**config.mk**
```make
export PLATFORM = sky130hd
export DESIGN_NAME = cpm_top
export DESIGN_NICKNAME = d
export VERILOG_FILES = /design/src/verilog/cpm_pkg.sv /design/src/verilog/cpm_clk_div.sv /design/src/verilog/cpm_top.sv
export SDC_FILE = /design/constraint.sdc
export NUM_CORES = 1
export LEC_CHECK = 0
export ABC_AREA = 1
export BUFFER_PORTS_ARGS = -buffer_cell sky130_fd_sc_hd__buf_2
export CORE_MARGIN = 5
export CORE_UTILIZATION = 45
export CTS_CLUSTER_SIZE = 20
export DETAILED_ROUTE_END_ITERATION = 8
export HOLD_SLACK_MARGIN = 0.1
export PLACE_DENSITY = 0.62
export SKIP_LAST_GASP = 1
export SYNTH_ARGS = -nofsm -noshare
export SYNTH_HDL_FRONTEND = slang
export SYNTH_HIERARCHICAL = 1
export SYNTH_SLANG_ARGS = --single-unit
```
**constraint.sdc**
```tcl
create_clock -name i_core_clk -period 19.4 [get_ports i_core_clk]
set_input_delay 3.88 -clock i_core_clk [delete_from_list [all_inputs] [get_ports i_core_clk]]
set_output_delay 3.88 -clock i_core_clk [all_outputs]
set_load 0.005 [all_outputs]
```
**src/verilog/cpm_pkg.sv**
```systemverilog
// cpm_pkg: register map, field layout, reset values and timing counts of the clock and power manager
package cpm_pkg;
  // register byte offsets
  localparam logic [7:0] CPM_SYS_SET_OFF = 8'h00;
  localparam logic [7:0] CPM_SYS_CLR_OFF = 8'h04;
  localparam logic [7:0] CPM_SYS_STATE_OFF = 8'h08;
  localparam logic [7:0] CPM_PER_SET_OFF = 8'h10;
  localparam logic [7:0] CPM_PER_CLR_OFF = 8'h14;
  localparam logic [7:0] CPM_PER_STATE_OFF = 8'h18;
  localparam logic [7:0] CPM_OSC_CTRL_OFF = 8'h20;
  localparam logic [7:0] CPM_FREQ_OFF = 8'h24;
  localparam logic [7:0] CPM_PLL_CFG_OFF = 8'h2c;
  localparam logic [7:0] CPM_MCK_CFG_OFF = 8'h30;
  localparam logic [7:0] CPM_PCK0_OFF = 8'h40;
  localparam logic [7:0] CPM_PCK1_OFF = 8'h44;
  localparam logic [7:0] CPM_PCK2_OFF = 8'h48;
  localparam logic [7:0] CPM_STATUS_OFF = 8'h68;
  // system clock bits
  localparam int CPM_CPU_BIT = 0;
  localparam int CPM_USB_BIT = 7;
  localparam int CPM_PCK_LSB = 8;
  localparam int CPM_NUM_PCK = 3;
  // status bits
  localparam int CPM_ST_OSC = 0;
  localparam int CPM_ST_LOCK = 2;
  localparam int CPM_ST_MCK = 3;
  localparam int CPM_ST_PCK_LSB = 8;
  // implemented peripheral positions (2..31); 0 and 1 are not implemented
  localparam logic [31:0] CPM_PER_IMPL = 32'hffff_fffc;
  // reset values
  localparam logic [31:0] CPM_PLL_RST = 32'h0000_3f00;
  localparam logic [11:0] CPM_SYS_RST = 12'h001;
  // slow clock timing
  localparam int CPM_OSC_UNIT = 8;
  localparam int CPM_FREQ_WINDOW = 16;
  localparam int CPM_SCALER_MAX = 64;
  // settle time of a clock switch in cycles of the selected source (prescaler worst case)
  localparam logic [7:0] CPM_SWITCH_CYC = 8'd64;
  localparam logic [1:0] CPM_SRC_SLOW = 2'h0;
  localparam logic [1:0] CPM_SRC_MAIN = 2'h1;
  localparam logic [1:0] CPM_SRC_RSV = 2'h2;
  localparam logic [1:0] CPM_SRC_PLL = 2'h3;
  localparam logic [2:0] CPM_CLOCK_SCALER_CODE_RSV = 3'h7;
  localparam logic [1:0] CPM_USB_CLOCK_RATIO_RSV = 2'h3;
endpackage

```
**src/verilog/cpm_clk_div.sv**
```systemverilog
// cpm_clk_div: source select, power-of-two prescaler and an enable gate that forces low at once, for one derived clock
`timescale 1ns/100ps
`default_nettype none
module cpm_clk_div (
  // clock and reset
  input wire logic i_core_clk,
  input wire logic i_rst_n,
  // sources, already synchronised tick strobes
  input wire logic i_slow_tick,
  input wire logic i_main_tick,
  input wire logic i_pll_tick,
  // configuration
  input wire logic [1:0] i_src,
  input wire logic [2:0] i_clock_scaler_code,
  input wire logic i_enable,
  // outputs
  output logic o_clk,
  output logic o_ready
);
  import cpm_pkg::*;

  typedef struct packed {
    logic [5:0] div;
    logic [7:0] settle;
    logic [1:0] src;
    logic [2:0] clock_scaler_code;
    logic clk;
    logic ready;
  } cpm_div_t;

  cpm_div_t s_q, s_d;
  logic tick;
  logic [6:0] half;

  // selected source; reserved code was already blocked upstream
  always_comb begin
    unique case (s_q.src)
      CPM_SRC_SLOW: tick = i_slow_tick;
      CPM_SRC_MAIN: tick = i_main_tick;
      CPM_SRC_PLL: tick = i_pll_tick;
      default: tick = 1'b0;
    endcase
  end

  assign half = 7'(1) << s_q.clock_scaler_code;

  // toggle only on divider wrap while enabled; a disable forces the output low at once, which can cut a high half period short
  always_comb begin
    s_d = s_q;
    if ((i_src != s_q.src) || (i_clock_scaler_code != s_q.clock_scaler_code)) begin
      s_d.src = i_src;
      s_d.clock_scaler_code = i_clock_scaler_code;
      s_d.ready = 1'b0;
      s_d.settle = CPM_SWITCH_CYC;
      s_d.div = '0;
    end else if (!i_enable) begin
      // a disabled output holds low and restarts its settle count, so ready means enabled and settled
      s_d.clk = 1'b0;
      s_d.ready = 1'b0;
      s_d.settle = CPM_SWITCH_CYC;
      s_d.div = '0;
    end else if (tick) begin
      if (({1'b0, s_q.div} + 7'd1 >= half) || (s_q.clock_scaler_code == 3'h0)) begin
        s_d.div = '0;
        s_d.clk = i_enable ? ~s_q.clk : 1'b0;
      end else begin
        s_d.div = s_q.div + 6'd1;
      end
      if (s_q.settle != 8'd0) begin
        s_d.settle = s_q.settle - 8'd1;
      end else begin
        s_d.ready = 1'b1;
      end
    end
  end

  always_ff @(posedge i_core_clk or negedge i_rst_n) begin
    if (!i_rst_n) begin
      s_q <= '0;
    end else begin
      s_q <= s_d;
    end
  end

  assign o_clk = s_q.clk;
  assign o_ready = s_q.ready;
endmodule
`default_nettype wire

```
**src/verilog/cpm_top.sv**
```systemverilog
// cpm_top: clock and power manager register block on an Avalon-MM slave
`timescale 1ns/100ps
`default_nettype none
// Functional notes
// RULE1: system state bit 0 reads 1 while the processor clock runs.
// RULE2: system state bit 7 reflects the USB 48 MHz clock enable.
// RULE3: system state bits 8..10 read each programmable output enable.
// RULE4: writing 1 to peripheral set bits 2..31 enables that clock; 0 no effect.
// RULE5: writes to unimplemented peripheral positions are ignored.
// RULE6: writing 1 to peripheral clear bit stops that clock; 0 no effect.
// RULE7: peripheral state reads 1 per enabled implemented peripheral.
// RULE8: oscillator stable only after start-up interval; software keeps bypass 0.
// RULE9: bypass sets oscillator stable at once; clock taken from crystal input.
// RULE10: clearing both enable and bypass drops oscillator stable.
// RULE11: start-up interval is start-up count times 8 slow cycles.
// RULE12: frequency field counts main cycles within 16 slow periods.
// RULE13: frequency valid reads 1 only after oscillator on and count done.
// RULE14: reference divider: 0 gives zero, 1 passes, 2..255 divides.
// RULE15: after a PLL write, lock rises after lock wait count slow cycles.
// RULE16: software writes band codes 00 or 10 only.
// RULE17: factor 0 stops the PLL; else output is input times factor plus one.
// RULE18: USB ratio 00 pass, 01 half, 10 quarter, 11 reserved.
// RULE19: master source 00 slow, 01 main, 11 PLL; 10 reserved.
// RULE20: master prescaler codes 0..6 divide by 1..64; 7 reserved. Here codes 0..6 divide the source by 2..128.
// RULE21: programmable outputs use the same source encoding.
// RULE22: each programmable output has its own power-of-two prescaler.
// RULE23: master ready drops on source or prescaler change, rises when stable.
// RULE24: while PLL unlocked, master runs from main clock.
// RULE25: programmable output ready flag follows enable; reconfigure only disabled.
// RULE26: writing processor bit in system clear stops processor clock.
// RULE27: status bits update on the cycle after an enable or disable write.
// RULE28: reserved source or prescaler codes keep the current selection.
module cpm_top (
  // clock and reset
  input wire logic i_core_clk,
  input wire logic i_reset_n,
  // avalon-mm slave
  input wire logic [7:0] i_avs_address,
  input wire logic i_avs_read,
  input wire logic i_avs_write,
  input wire logic [31:0] i_avs_writedata,
  output logic [31:0] o_avs_readdata,
  output logic o_avs_waitrequest,
  // clock sources from pins, asynchronous to the core clock
  input wire logic i_slow_clk,
  input wire logic i_crystal_in,
  input wire logic i_pll_clk,
  // gated clock outputs
  output logic o_cpu_clk_en,
  output logic o_usb_clk_en,
  output logic [31:0] o_periph_clk_en,
  output logic o_master_clk,
  output logic [2:0] o_ext_clock_out,
  output logic o_pll_ref_en
);
  import cpm_pkg::*;

  typedef struct packed {
    logic pll_ref;
    logic [2:0] slow_s;
    logic [2:0] main_s;
    logic [2:0] pll_s;
    logic [11:0] sys_en;
    logic [31:0] per_en;
    logic [7:0] osc_count;
    logic osc_on;
    logic osc_skip;
    logic osc_stable;
    logic [10:0] osc_timer;
    logic [4:0] win_cnt;
    logic [15:0] freq_acc;
    logic [15:0] freq_cnt;
    logic freq_valid;
    logic [31:0] pll_cfg;
    logic [7:0] lock_timer;
    logic pll_locked;
    logic [1:0] mck_src;
    logic [2:0] mck_clock_scaler_code;
    logic [2:0][4:0] pck_cfg;
    logic ack;
    logic [31:0] rdata;
  } cpm_state_t;

  cpm_state_t s_q, s_d;
  logic rst_n;
  logic [1:0] rst_sync_q;
  logic slow_tick, main_tick, pll_tick;
  logic wr, rd;
  logic [1:0] mck_eff_src;
  logic mck_clk, mck_ready;
  logic [2:0] pck_clk, pck_ready;
  logic [31:0] status_word;

  // synchronised reset copy used by everything below
  assign rst_n = rst_sync_q[1];
  always_ff @(posedge i_core_clk or negedge i_reset_n) begin
    if (!i_reset_n) begin
      rst_sync_q <= 2'b00;
    end else begin
      rst_sync_q <= {rst_sync_q[0], 1'b1};
    end
  end

  // edge strobes from the second and third stages; stage 0 feeds stage 1 alone
  assign slow_tick = s_q.slow_s[1] & ~s_q.slow_s[2];
  assign main_tick = s_q.main_s[1] & ~s_q.main_s[2] & (s_q.osc_stable);
  // factor 0 or reference divider 0 means no PLL output
  assign pll_tick = s_q.pll_s[1] & ~s_q.pll_s[2] & (s_q.pll_cfg[26:16] != 11'd0) // [RULE17]
                    & (s_q.pll_cfg[7:0] != 8'd0); // [RULE14]
  assign wr = i_avs_write & ~s_q.ack;
  assign rd = i_avs_read & ~s_q.ack;
  // fall back to main clock while the PLL relocks
  assign mck_eff_src = (s_q.mck_src == CPM_SRC_PLL && !s_q.pll_locked) ? CPM_SRC_MAIN : s_q.mck_src; // [RULE24]

  assign status_word = {21'h0, pck_ready, 4'h0, mck_ready, s_q.pll_locked, 1'b0, s_q.osc_stable};

  // register decode, oscillator, frequency meter and PLL lock timer
  always_comb begin
    s_d = s_q;
    s_d.slow_s = {s_q.slow_s[1:0], i_slow_clk};
    s_d.main_s = {s_q.main_s[1:0], i_crystal_in};
    s_d.pll_s = {s_q.pll_s[1:0], i_pll_clk};
    s_d.ack = (i_avs_read | i_avs_write) & ~s_q.ack;
    if (wr) begin
      unique case (i_avs_address)
        CPM_SYS_SET_OFF: s_d.sys_en = s_q.sys_en | i_avs_writedata[11:0]; // [RULE27]
        CPM_SYS_CLR_OFF: s_d.sys_en = s_q.sys_en & ~i_avs_writedata[11:0]; // [RULE26]
        CPM_PER_SET_OFF: s_d.per_en = s_q.per_en | (i_avs_writedata & CPM_PER_IMPL); // [RULE4] [RULE5]
        CPM_PER_CLR_OFF: s_d.per_en = s_q.per_en & ~(i_avs_writedata & CPM_PER_IMPL); // [RULE6]
        CPM_OSC_CTRL_OFF: begin
          s_d.osc_on = i_avs_writedata[0];
          s_d.osc_skip = i_avs_writedata[1];
          s_d.osc_count = i_avs_writedata[15:8];
          s_d.osc_timer = {i_avs_writedata[15:8], 3'b000}; // [RULE11]
        end
        CPM_PLL_CFG_OFF: begin
          s_d.pll_cfg = {2'b00, i_avs_writedata[29:0]};
          if (i_avs_writedata[29:28] == CPM_USB_CLOCK_RATIO_RSV) begin
            s_d.pll_cfg[29:28] = s_q.pll_cfg[29:28]; // [RULE18]
          end
          s_d.pll_locked = 1'b0;
          s_d.lock_timer = {2'b00, i_avs_writedata[13:8]}; // [RULE15]
        end
        CPM_MCK_CFG_OFF: begin
          if (i_avs_writedata[1:0] != CPM_SRC_RSV) s_d.mck_src = i_avs_writedata[1:0]; // [RULE19] [RULE28]
          if (i_avs_writedata[4:2] != CPM_CLOCK_SCALER_CODE_RSV) s_d.mck_clock_scaler_code = i_avs_writedata[4:2]; // [RULE20] [RULE28]
        end
        default: ;
      endcase
      // each programmable output keeps its own configuration
      for (int k = 0; k < CPM_NUM_PCK; k++) begin
        if (i_avs_address == CPM_PCK0_OFF + 8'(4 * k)) begin
          if (i_avs_writedata[1:0] != CPM_SRC_RSV) s_d.pck_cfg[k][1:0] = i_avs_writedata[1:0]; // [RULE21] [RULE28]
          if (i_avs_writedata[4:2] != CPM_CLOCK_SCALER_CODE_RSV) s_d.pck_cfg[k][4:2] = i_avs_writedata[4:2]; // [RULE22] [RULE28]
        end
      end
    end
    // oscillator stable flag
    if (s_q.osc_skip) begin
      s_d.osc_stable = 1'b1; // [RULE9]
    end else if (!s_q.osc_on) begin
      s_d.osc_stable = 1'b0; // [RULE10]
    end else if (slow_tick && !s_q.osc_stable) begin
      if (s_q.osc_timer == 11'd0) s_d.osc_stable = 1'b1; // [RULE8]
      else s_d.osc_timer = s_q.osc_timer - 11'd1;
    end
    // frequency meter over a window of slow periods
    // valid drops in the same cycle as stable, never trailing it
    if (!s_q.osc_stable || !s_d.osc_stable) begin
      s_d.freq_valid = 1'b0; // [RULE13]
      s_d.win_cnt = '0;
      s_d.freq_acc = '0;
    end else begin
      if (main_tick) s_d.freq_acc = s_q.freq_acc + 16'd1;
      if (slow_tick) begin
        if (s_q.win_cnt == 5'(CPM_FREQ_WINDOW - 1)) begin
          s_d.freq_cnt = main_tick ? s_q.freq_acc + 16'd1 : s_q.freq_acc; // [RULE12]
          s_d.freq_valid = 1'b1; // [RULE13]
          s_d.freq_acc = '0;
          s_d.win_cnt = '0;
        end else begin
          s_d.win_cnt = s_q.win_cnt + 5'd1;
        end
      end
    end
    // PLL lock timer runs on slow clock after any configuration write
    // a deactivated PLL (factor 0, as after reset) never reports lock
    if (!(wr && i_avs_address == CPM_PLL_CFG_OFF) && !s_q.pll_locked && slow_tick
        && (s_q.pll_cfg[26:16] != 11'd0)) begin // [RULE17]
      if (s_q.lock_timer == 8'd0) s_d.pll_locked = 1'b1; // [RULE15]
      else s_d.lock_timer = s_q.lock_timer - 8'd1;
    end
    s_d.pll_ref = (s_d.pll_cfg[7:0] != 8'd0); // [RULE14]
    // read mux, answered one cycle after the request
    s_d.rdata = 32'h0;
    if (rd) begin
      unique case (i_avs_address)
        CPM_SYS_STATE_OFF: s_d.rdata = {20'h0, s_q.sys_en}; // [RULE1] [RULE2] [RULE3]
        CPM_PER_STATE_OFF: s_d.rdata = s_q.per_en & CPM_PER_IMPL; // [RULE7]
        CPM_OSC_CTRL_OFF: s_d.rdata = {16'h0, s_q.osc_count, 6'h0, s_q.osc_skip, s_q.osc_on};
        CPM_FREQ_OFF: s_d.rdata = {15'h0, s_q.freq_valid, s_q.freq_cnt};
        CPM_PLL_CFG_OFF: s_d.rdata = s_q.pll_cfg;
        CPM_MCK_CFG_OFF: s_d.rdata = {27'h0, s_q.mck_clock_scaler_code, s_q.mck_src};
        CPM_PCK0_OFF: s_d.rdata = {27'h0, s_q.pck_cfg[0]};
        CPM_PCK1_OFF: s_d.rdata = {27'h0, s_q.pck_cfg[1]};
        CPM_PCK2_OFF: s_d.rdata = {27'h0, s_q.pck_cfg[2]};
        CPM_STATUS_OFF: s_d.rdata = status_word;
        default: s_d.rdata = 32'h0;
      endcase
    end
  end

  // all block state except the reset synchroniser and the clock dividers
  always_ff @(posedge i_core_clk or negedge rst_n) begin
    if (!rst_n) begin
      s_q.slow_s <= '0;
      s_q.main_s <= '0;
      s_q.pll_s <= '0;
      s_q.sys_en <= CPM_SYS_RST;
      s_q.per_en <= '0;
      s_q.osc_count <= '0;
      s_q.osc_on <= 1'b0;
      s_q.osc_skip <= 1'b0;
      s_q.osc_stable <= 1'b0;
      s_q.osc_timer <= '0;
      s_q.win_cnt <= '0;
      s_q.freq_acc <= '0;
      s_q.freq_cnt <= '0;
      s_q.freq_valid <= 1'b0;
      s_q.pll_cfg <= CPM_PLL_RST;
      s_q.lock_timer <= '0;
      s_q.pll_locked <= 1'b0;
      s_q.pll_ref <= 1'b0;
      s_q.mck_src <= CPM_SRC_SLOW;
      s_q.mck_clock_scaler_code <= 3'h0;
      s_q.pck_cfg <= '0;
      s_q.ack <= 1'b0;
      s_q.rdata <= '0;
    end else begin
      s_q.slow_s <= s_d.slow_s;
      s_q.main_s <= s_d.main_s;
      s_q.pll_s <= s_d.pll_s;
      s_q.sys_en <= s_d.sys_en;
      s_q.per_en <= s_d.per_en;
      s_q.osc_count <= s_d.osc_count;
      s_q.osc_on <= s_d.osc_on;
      s_q.osc_skip <= s_d.osc_skip;
      s_q.osc_stable <= s_d.osc_stable;
      s_q.osc_timer <= s_d.osc_timer;
      s_q.win_cnt <= s_d.win_cnt;
      s_q.freq_acc <= s_d.freq_acc;
      s_q.freq_cnt <= s_d.freq_cnt;
      s_q.freq_valid <= s_d.freq_valid;
      s_q.pll_cfg <= s_d.pll_cfg;
      s_q.lock_timer <= s_d.lock_timer;
      s_q.pll_locked <= s_d.pll_locked;
      s_q.pll_ref <= s_d.pll_ref;
      s_q.mck_src <= s_d.mck_src;
      s_q.mck_clock_scaler_code <= s_d.mck_clock_scaler_code;
      s_q.pck_cfg <= s_d.pck_cfg;
      s_q.ack <= s_d.ack;
      s_q.rdata <= s_d.rdata;
    end
  end

  // master clock path; ready drops on every source or prescaler change
  cpm_clk_div u_mck (
    .i_core_clk(i_core_clk),
    .i_rst_n(rst_n),
    .i_slow_tick(slow_tick),
    .i_main_tick(main_tick),
    .i_pll_tick(pll_tick),
    .i_src(mck_eff_src),
    .i_clock_scaler_code(s_q.mck_clock_scaler_code),
    .i_enable(1'b1),
    .o_clk(mck_clk),
    .o_ready(mck_ready)
  ); // [RULE23]

  // programmable outputs, one divider each
  for (genvar g = 0; g < CPM_NUM_PCK; g++) begin : g_pck
    cpm_clk_div u_pck (
      .i_core_clk(i_core_clk),
      .i_rst_n(rst_n),
      .i_slow_tick(slow_tick),
      .i_main_tick(main_tick),
      .i_pll_tick(pll_tick),
      .i_src(s_q.pck_cfg[g][1:0]),
      .i_clock_scaler_code(s_q.pck_cfg[g][4:2]),
      .i_enable(s_q.sys_en[CPM_PCK_LSB + g]),
      .o_clk(pck_clk[g]),
      .o_ready(pck_ready[g])
    ); // [RULE25]
  end

  // outputs straight from flip-flops
  assign o_avs_readdata = s_q.rdata;
  assign o_avs_waitrequest = ~s_q.ack;
  assign o_cpu_clk_en = s_q.sys_en[CPM_CPU_BIT]; // [RULE1]
  assign o_usb_clk_en = s_q.sys_en[CPM_USB_BIT]; // [RULE2]
  assign o_periph_clk_en = s_q.per_en;
  assign o_master_clk = mck_clk;
  assign o_ext_clock_out = pck_clk; // [RULE3]
  assign o_pll_ref_en = s_q.pll_ref; // [RULE14]

  // guards
  a_cpu_clear_stops: assert property (@(posedge i_core_clk) disable iff (!rst_n)
    (wr && i_avs_address == CPM_SYS_CLR_OFF && i_avs_writedata[0]) |=> !o_cpu_clk_en) // [RULE26]
    else $error("cpu clock still on after clear");
  a_periph_low_bits: assert property (@(posedge i_core_clk) disable iff (!rst_n)
    o_periph_clk_en[1:0] == 2'b00) // [RULE5]
    else $error("unimplemented peripheral clock enabled");
  a_per_set_takes: assert property (@(posedge i_core_clk) disable iff (!rst_n)
    (wr && i_avs_address == CPM_PER_SET_OFF) |=> ((o_periph_clk_en & $past(i_avs_writedata) & CPM_PER_IMPL)
    == ($past(i_avs_writedata) & CPM_PER_IMPL))) // [RULE4]
    else $error("peripheral set write lost");
  a_per_clr_takes: assert property (@(posedge i_core_clk) disable iff (!rst_n)
    (wr && i_avs_address == CPM_PER_CLR_OFF) |=> ((o_periph_clk_en & $past(i_avs_writedata)) == 32'h0)) // [RULE6]
    else $error("peripheral clear write lost");
  a_skip_stable: assert property (@(posedge i_core_clk) disable iff (!rst_n)
    s_q.osc_skip |=> s_q.osc_stable) // [RULE9]
    else $error("bypass did not set stable");
  a_off_unstable: assert property (@(posedge i_core_clk) disable iff (!rst_n)
    (!s_q.osc_skip && !s_q.osc_on) |=> !s_q.osc_stable) // [RULE10]
    else $error("stable flag kept with oscillator off");
  a_freq_valid_off: assert property (@(posedge i_core_clk) disable iff (!rst_n)
    s_q.freq_valid |-> s_q.osc_stable) // [RULE13]
    else $error("frequency valid without oscillator");
  a_pll_write_unlocks: assert property (@(posedge i_core_clk) disable iff (!rst_n)
    (wr && i_avs_address == CPM_PLL_CFG_OFF && i_avs_writedata[13:8] != 6'h0) |=> !s_q.pll_locked [*2]) // [RULE15]
    else $error("lock not dropped after PLL write");
  a_mck_fallback: assert property (@(posedge i_core_clk) disable iff (!rst_n)
    (!s_q.pll_locked) |-> (mck_eff_src != CPM_SRC_PLL)) // [RULE24]
    else $error("master on unlocked PLL");
  a_mck_change_drops: assert property (@(posedge i_core_clk) disable iff (!rst_n)
    ($changed(mck_eff_src) || $changed(s_q.mck_clock_scaler_code)) |=> !mck_ready) // [RULE23]
    else $error("master ready kept over change");
  a_rsv_src_kept: assert property (@(posedge i_core_clk) disable iff (!rst_n)
    s_q.mck_src != CPM_SRC_RSV && s_q.mck_clock_scaler_code != CPM_CLOCK_SCALER_CODE_RSV) // [RULE28]
    else $error("reserved master code stored");
  a_bus_answer: assert property (@(posedge i_core_clk) disable iff (!rst_n)
    (i_avs_read && o_avs_waitrequest) |=> !o_avs_waitrequest) // [RULE27]
    else $error("bus answer late");
  c_osc_stable: cover property (@(posedge i_core_clk) disable iff (!rst_n) s_q.osc_on && $rose(s_q.osc_stable));
  c_pll_lock: cover property (@(posedge i_core_clk) disable iff (!rst_n) $rose(s_q.pll_locked));
  c_mck_ready: cover property (@(posedge i_core_clk) disable iff (!rst_n) $rose(mck_ready));
  c_freq_valid: cover property (@(posedge i_core_clk) disable iff (!rst_n) $rose(s_q.freq_valid));
endmodule
`default_nettype wire
```
==> results.yml <==
logic_synthesis:
  synth_area_sq_mm: 0.0169
  yosysMostFrequentCell: "nand2_1"
  synth_top_area_cell: "dfrtp_1"
  syn_avg_cell_area_sq_um: 7.55
  synth-edff-count: 0
  synth_common_cells: "nand2_1, inv_1, dfrtp_1"
  ys_warn_count: 6
  ys_ff_latch: 290
  synth_area_leaders: "dfrtp_1, nand2_1, inv_1"
  ys_types: 49
  postSynthCellCount: 2243
  synth-async-reset-ratio_pct: 100
  ys_seq_area_share_pct: 42.9
  ys.flop_type: "dfrtp_1"
  synth_top_area_share_pct: 41.8
grt:
  grt_max_degree: 156
  grt_pass1_vias: 13800
  grt_overflow: 0
  grtUsageTotal_pct: 20.8
  antenna_found_initial: 4
  grt_pass1_wl_microns: 70800
timing:
  period_share_pct: 30.4
  rsz0062_at_grt: "no"
  setup_viol: 0
  fmax_ghz: 0.169
  hold_viol: 0
  max-slew-margin-rel_pct: 22.1
  fin_skew_ps: 26.5
  slew_viol_final: 0
  worstMarginPinSlew_ps: 1160
  tns_ps: 0
  min_period_ps: 5900
die:
  start_util_pct: 45.3
  die_h_microns: 204
  die_w_microns: 204
  pin_count: 119
  die_area_sq_mm: 0.0416
  std_cell_rows: 71
  core_sq_mm: 0.0374
finish:
  layout.nets: 2374
  drive_gt1_share_pct: 13.4
  syn2layout_area_growth_pct: 10.1
  final_util_pct: 49.8
  fill_cells: 3656
  fin_area_sq_mm: 0.0186
hold_path:
  min_path_type: "reg -> reg"
worst_setup_path:
  rrSetupSlack_ps: 16620
  critical_path_class: "in -> reg"
  crit_path_end_kind: "register"
  cp.arrival_ps: 6350
  rr_startpoint: "s_q[87]$_DFFE_PN0P_"
  rr_worst_depth: 12
  critPathRequiredTime_ps: 19850
  endpoint: "o_avs_readdata[1]$_DFF_PN0_"
  start_kind: "input port"
  cp-startpoint: "i_avs_address[1]"
  worst-path-max-fanout: 19
  reg2reg_to: "g_pck[1].u_pck/s_q[12]$_DFFE_PN0P_"
route:
  final_antenna_net_count: 0
  avgRoutedWirePerCell_microns: 15.2
  vias_per_cell: 4.98
  routed_wl_microns: 42700
  drtIter0Drc: 924
  vias: 14100
  route.detailed.drc: 0
  drt-pass1-iter-count: 5
clock_tree:
  cts_buffers: 35
  clk_path_buf_depth: 3
  post_cts_buffers: 0
  clock_latency_ps: 540
  root_buffer: "clkbuf_16"
  clock-sinks: 290
  cts_tree: "yes"
  path_clk_slew_ps: 60
  cts_hold_buf: 0
  h-tree-depth: 2
  cts-resized-gates: 0
placed_design:
  gp_congestion: 0.897
  io_buffers: 116
  post_dp_cell_area_sq_mm: 0.0174
  dp_hpwl_microns: 30700
status:
  outcome: "complete, no violations"
pwr:
  leakagePower_nw: 9.51
  powerDensity_mw_per_mm2: 96.2
  peakVddDrop_uv: 68.1
flow_run:
  cap_violations: 0
-- area by class of cell --
type / instances / area, sq um / share of cell area [%]
Antenna cell: 3 / 7.51 / 0.0403
Sequential cell: 290 / 7270 / 39.0
Tap cell: 511 / 639 / 3.43
Multi-Input combinational cell: 1498 / 7620 / 40.9
Inverter: 337 / 1270 / 6.80
Clock inverter: 14 / 206 / 1.11
Clock buffer: 48 / 1000 / 5.39
Timing Repair Buffer: 119 / 616 / 3.30
-- routing by layer --
layer / up-vias / share of wire, % / GRT usage (%)
met5: - / 0.026 / 0
li1: 7049 / - / -
met4: 2 / 2.9 / 6.99
met3: 82 / 5.4 / 3.71
met2: 298 / 47 / 34.3
met1: 6620 / 45 / 27.9
-- worst min path at each step --
stage,start,to,depth (start not counted)
2_1_floorplan,rst_sync_q[0]$_DFF_PN0_,rst_sync_q[1]$_DFF_PN0_,0
3_3_place_gp,s_d[205]$_DFF_PN0_,s_d[206]$_DFF_PN0_,0
3_5_place_dp,s_d[205]$_DFF_PN0_,s_d[206]$_DFF_PN0_,0
4_1_cts,s_d[205]$_DFF_PN0_,s_d[206]$_DFF_PN0_,0
5_1_grt,s_d[205]$_DFF_PN0_,s_d[206]$_DFF_PN0_,0
6_report,s_d[205]$_DFF_PN0_,s_d[206]$_DFF_PN0_,0
-- report_power, final --
group          total [mW]  switching, mW  internal (mW)
combinational       0.360          0.228          0.132
clock               0.686          0.266          0.420
sequential          0.747         0.0665          0.680
-- through the flow --
stage / cells / hold slack [ps] / worst slack, ps / total power [mW]
2_1_floorplan: 2245 / 331 / 10730 / 1.02
3_3_place_gp: 2755 / 338 / 12980 / 1.10
3_5_place_dp: 2755 / 335 / 12920 / 1.12
4_1_cts: 2817 / 348 / 13460 / 1.81
5_1_grt: 2820 / 355 / 13340 / 1.91
6_report: 2820 / 348 / 13500 / 1.79
-- cell families (layout without fill, tap and decap cells) --
| kind of cell | count (synthesis) | count (layout) | synth area share [%] |
|---|---|---|---|
| AO/OA/AOI/OAI | 242 | 242 | 8.08 |
| XOR/XNOR | 39 | 39 | 2.02 |
| adder cells (fa/ha/maj) | 46 | 46 | 3.40 |
| buffers and inverters | 457 | 518 | 12.1 |
| flip-flops | 290 | 290 | 42.9 |
| multiplexers | 1 | 1 | 0.0591 |
| other | 2 | 7 | 0.0444 |
| AND/OR/NAND/NOR | 1166 | 1166 | 31.4 |
-- cells in the final DEF (no fill, tap or decap), types with 17 or more instances in the layout --
| master | count |
|---|---|
| dfrtp_1 | 282 |
| o22ai_1 | 20 |
| inv_1 | 309 |
| o21ai_0 | 123 |
| nand2_2 | 17 |
| nand4_1 | 21 |
| a21oi_1 | 21 |
| o211ai_1 | 33 |
| nor2_1 | 181 |
| clkbuf_16 | 35 |
| xor2_1 | 30 |
| o21ai_1 | 30 |
| nand3_1 | 164 |
| nor2_4 | 18 |
| nor3_1 | 20 |
| buf_2 | 116 |
| ha_1 | 46 |
| inv_2 | 26 |
| nand2_1 | 670 |
| nor2_2 | 24 |
-- worst max-delay path, cell delays in order --
cell     delay (ps)
buf_2           100
nor2_1          270
nand3_1         640
nor2_1         1040
nand2_1         120
nand2_1         110
nor2_1           40
a21oi_1         150
Note: power is estimated with default switching activity, not from simulation.
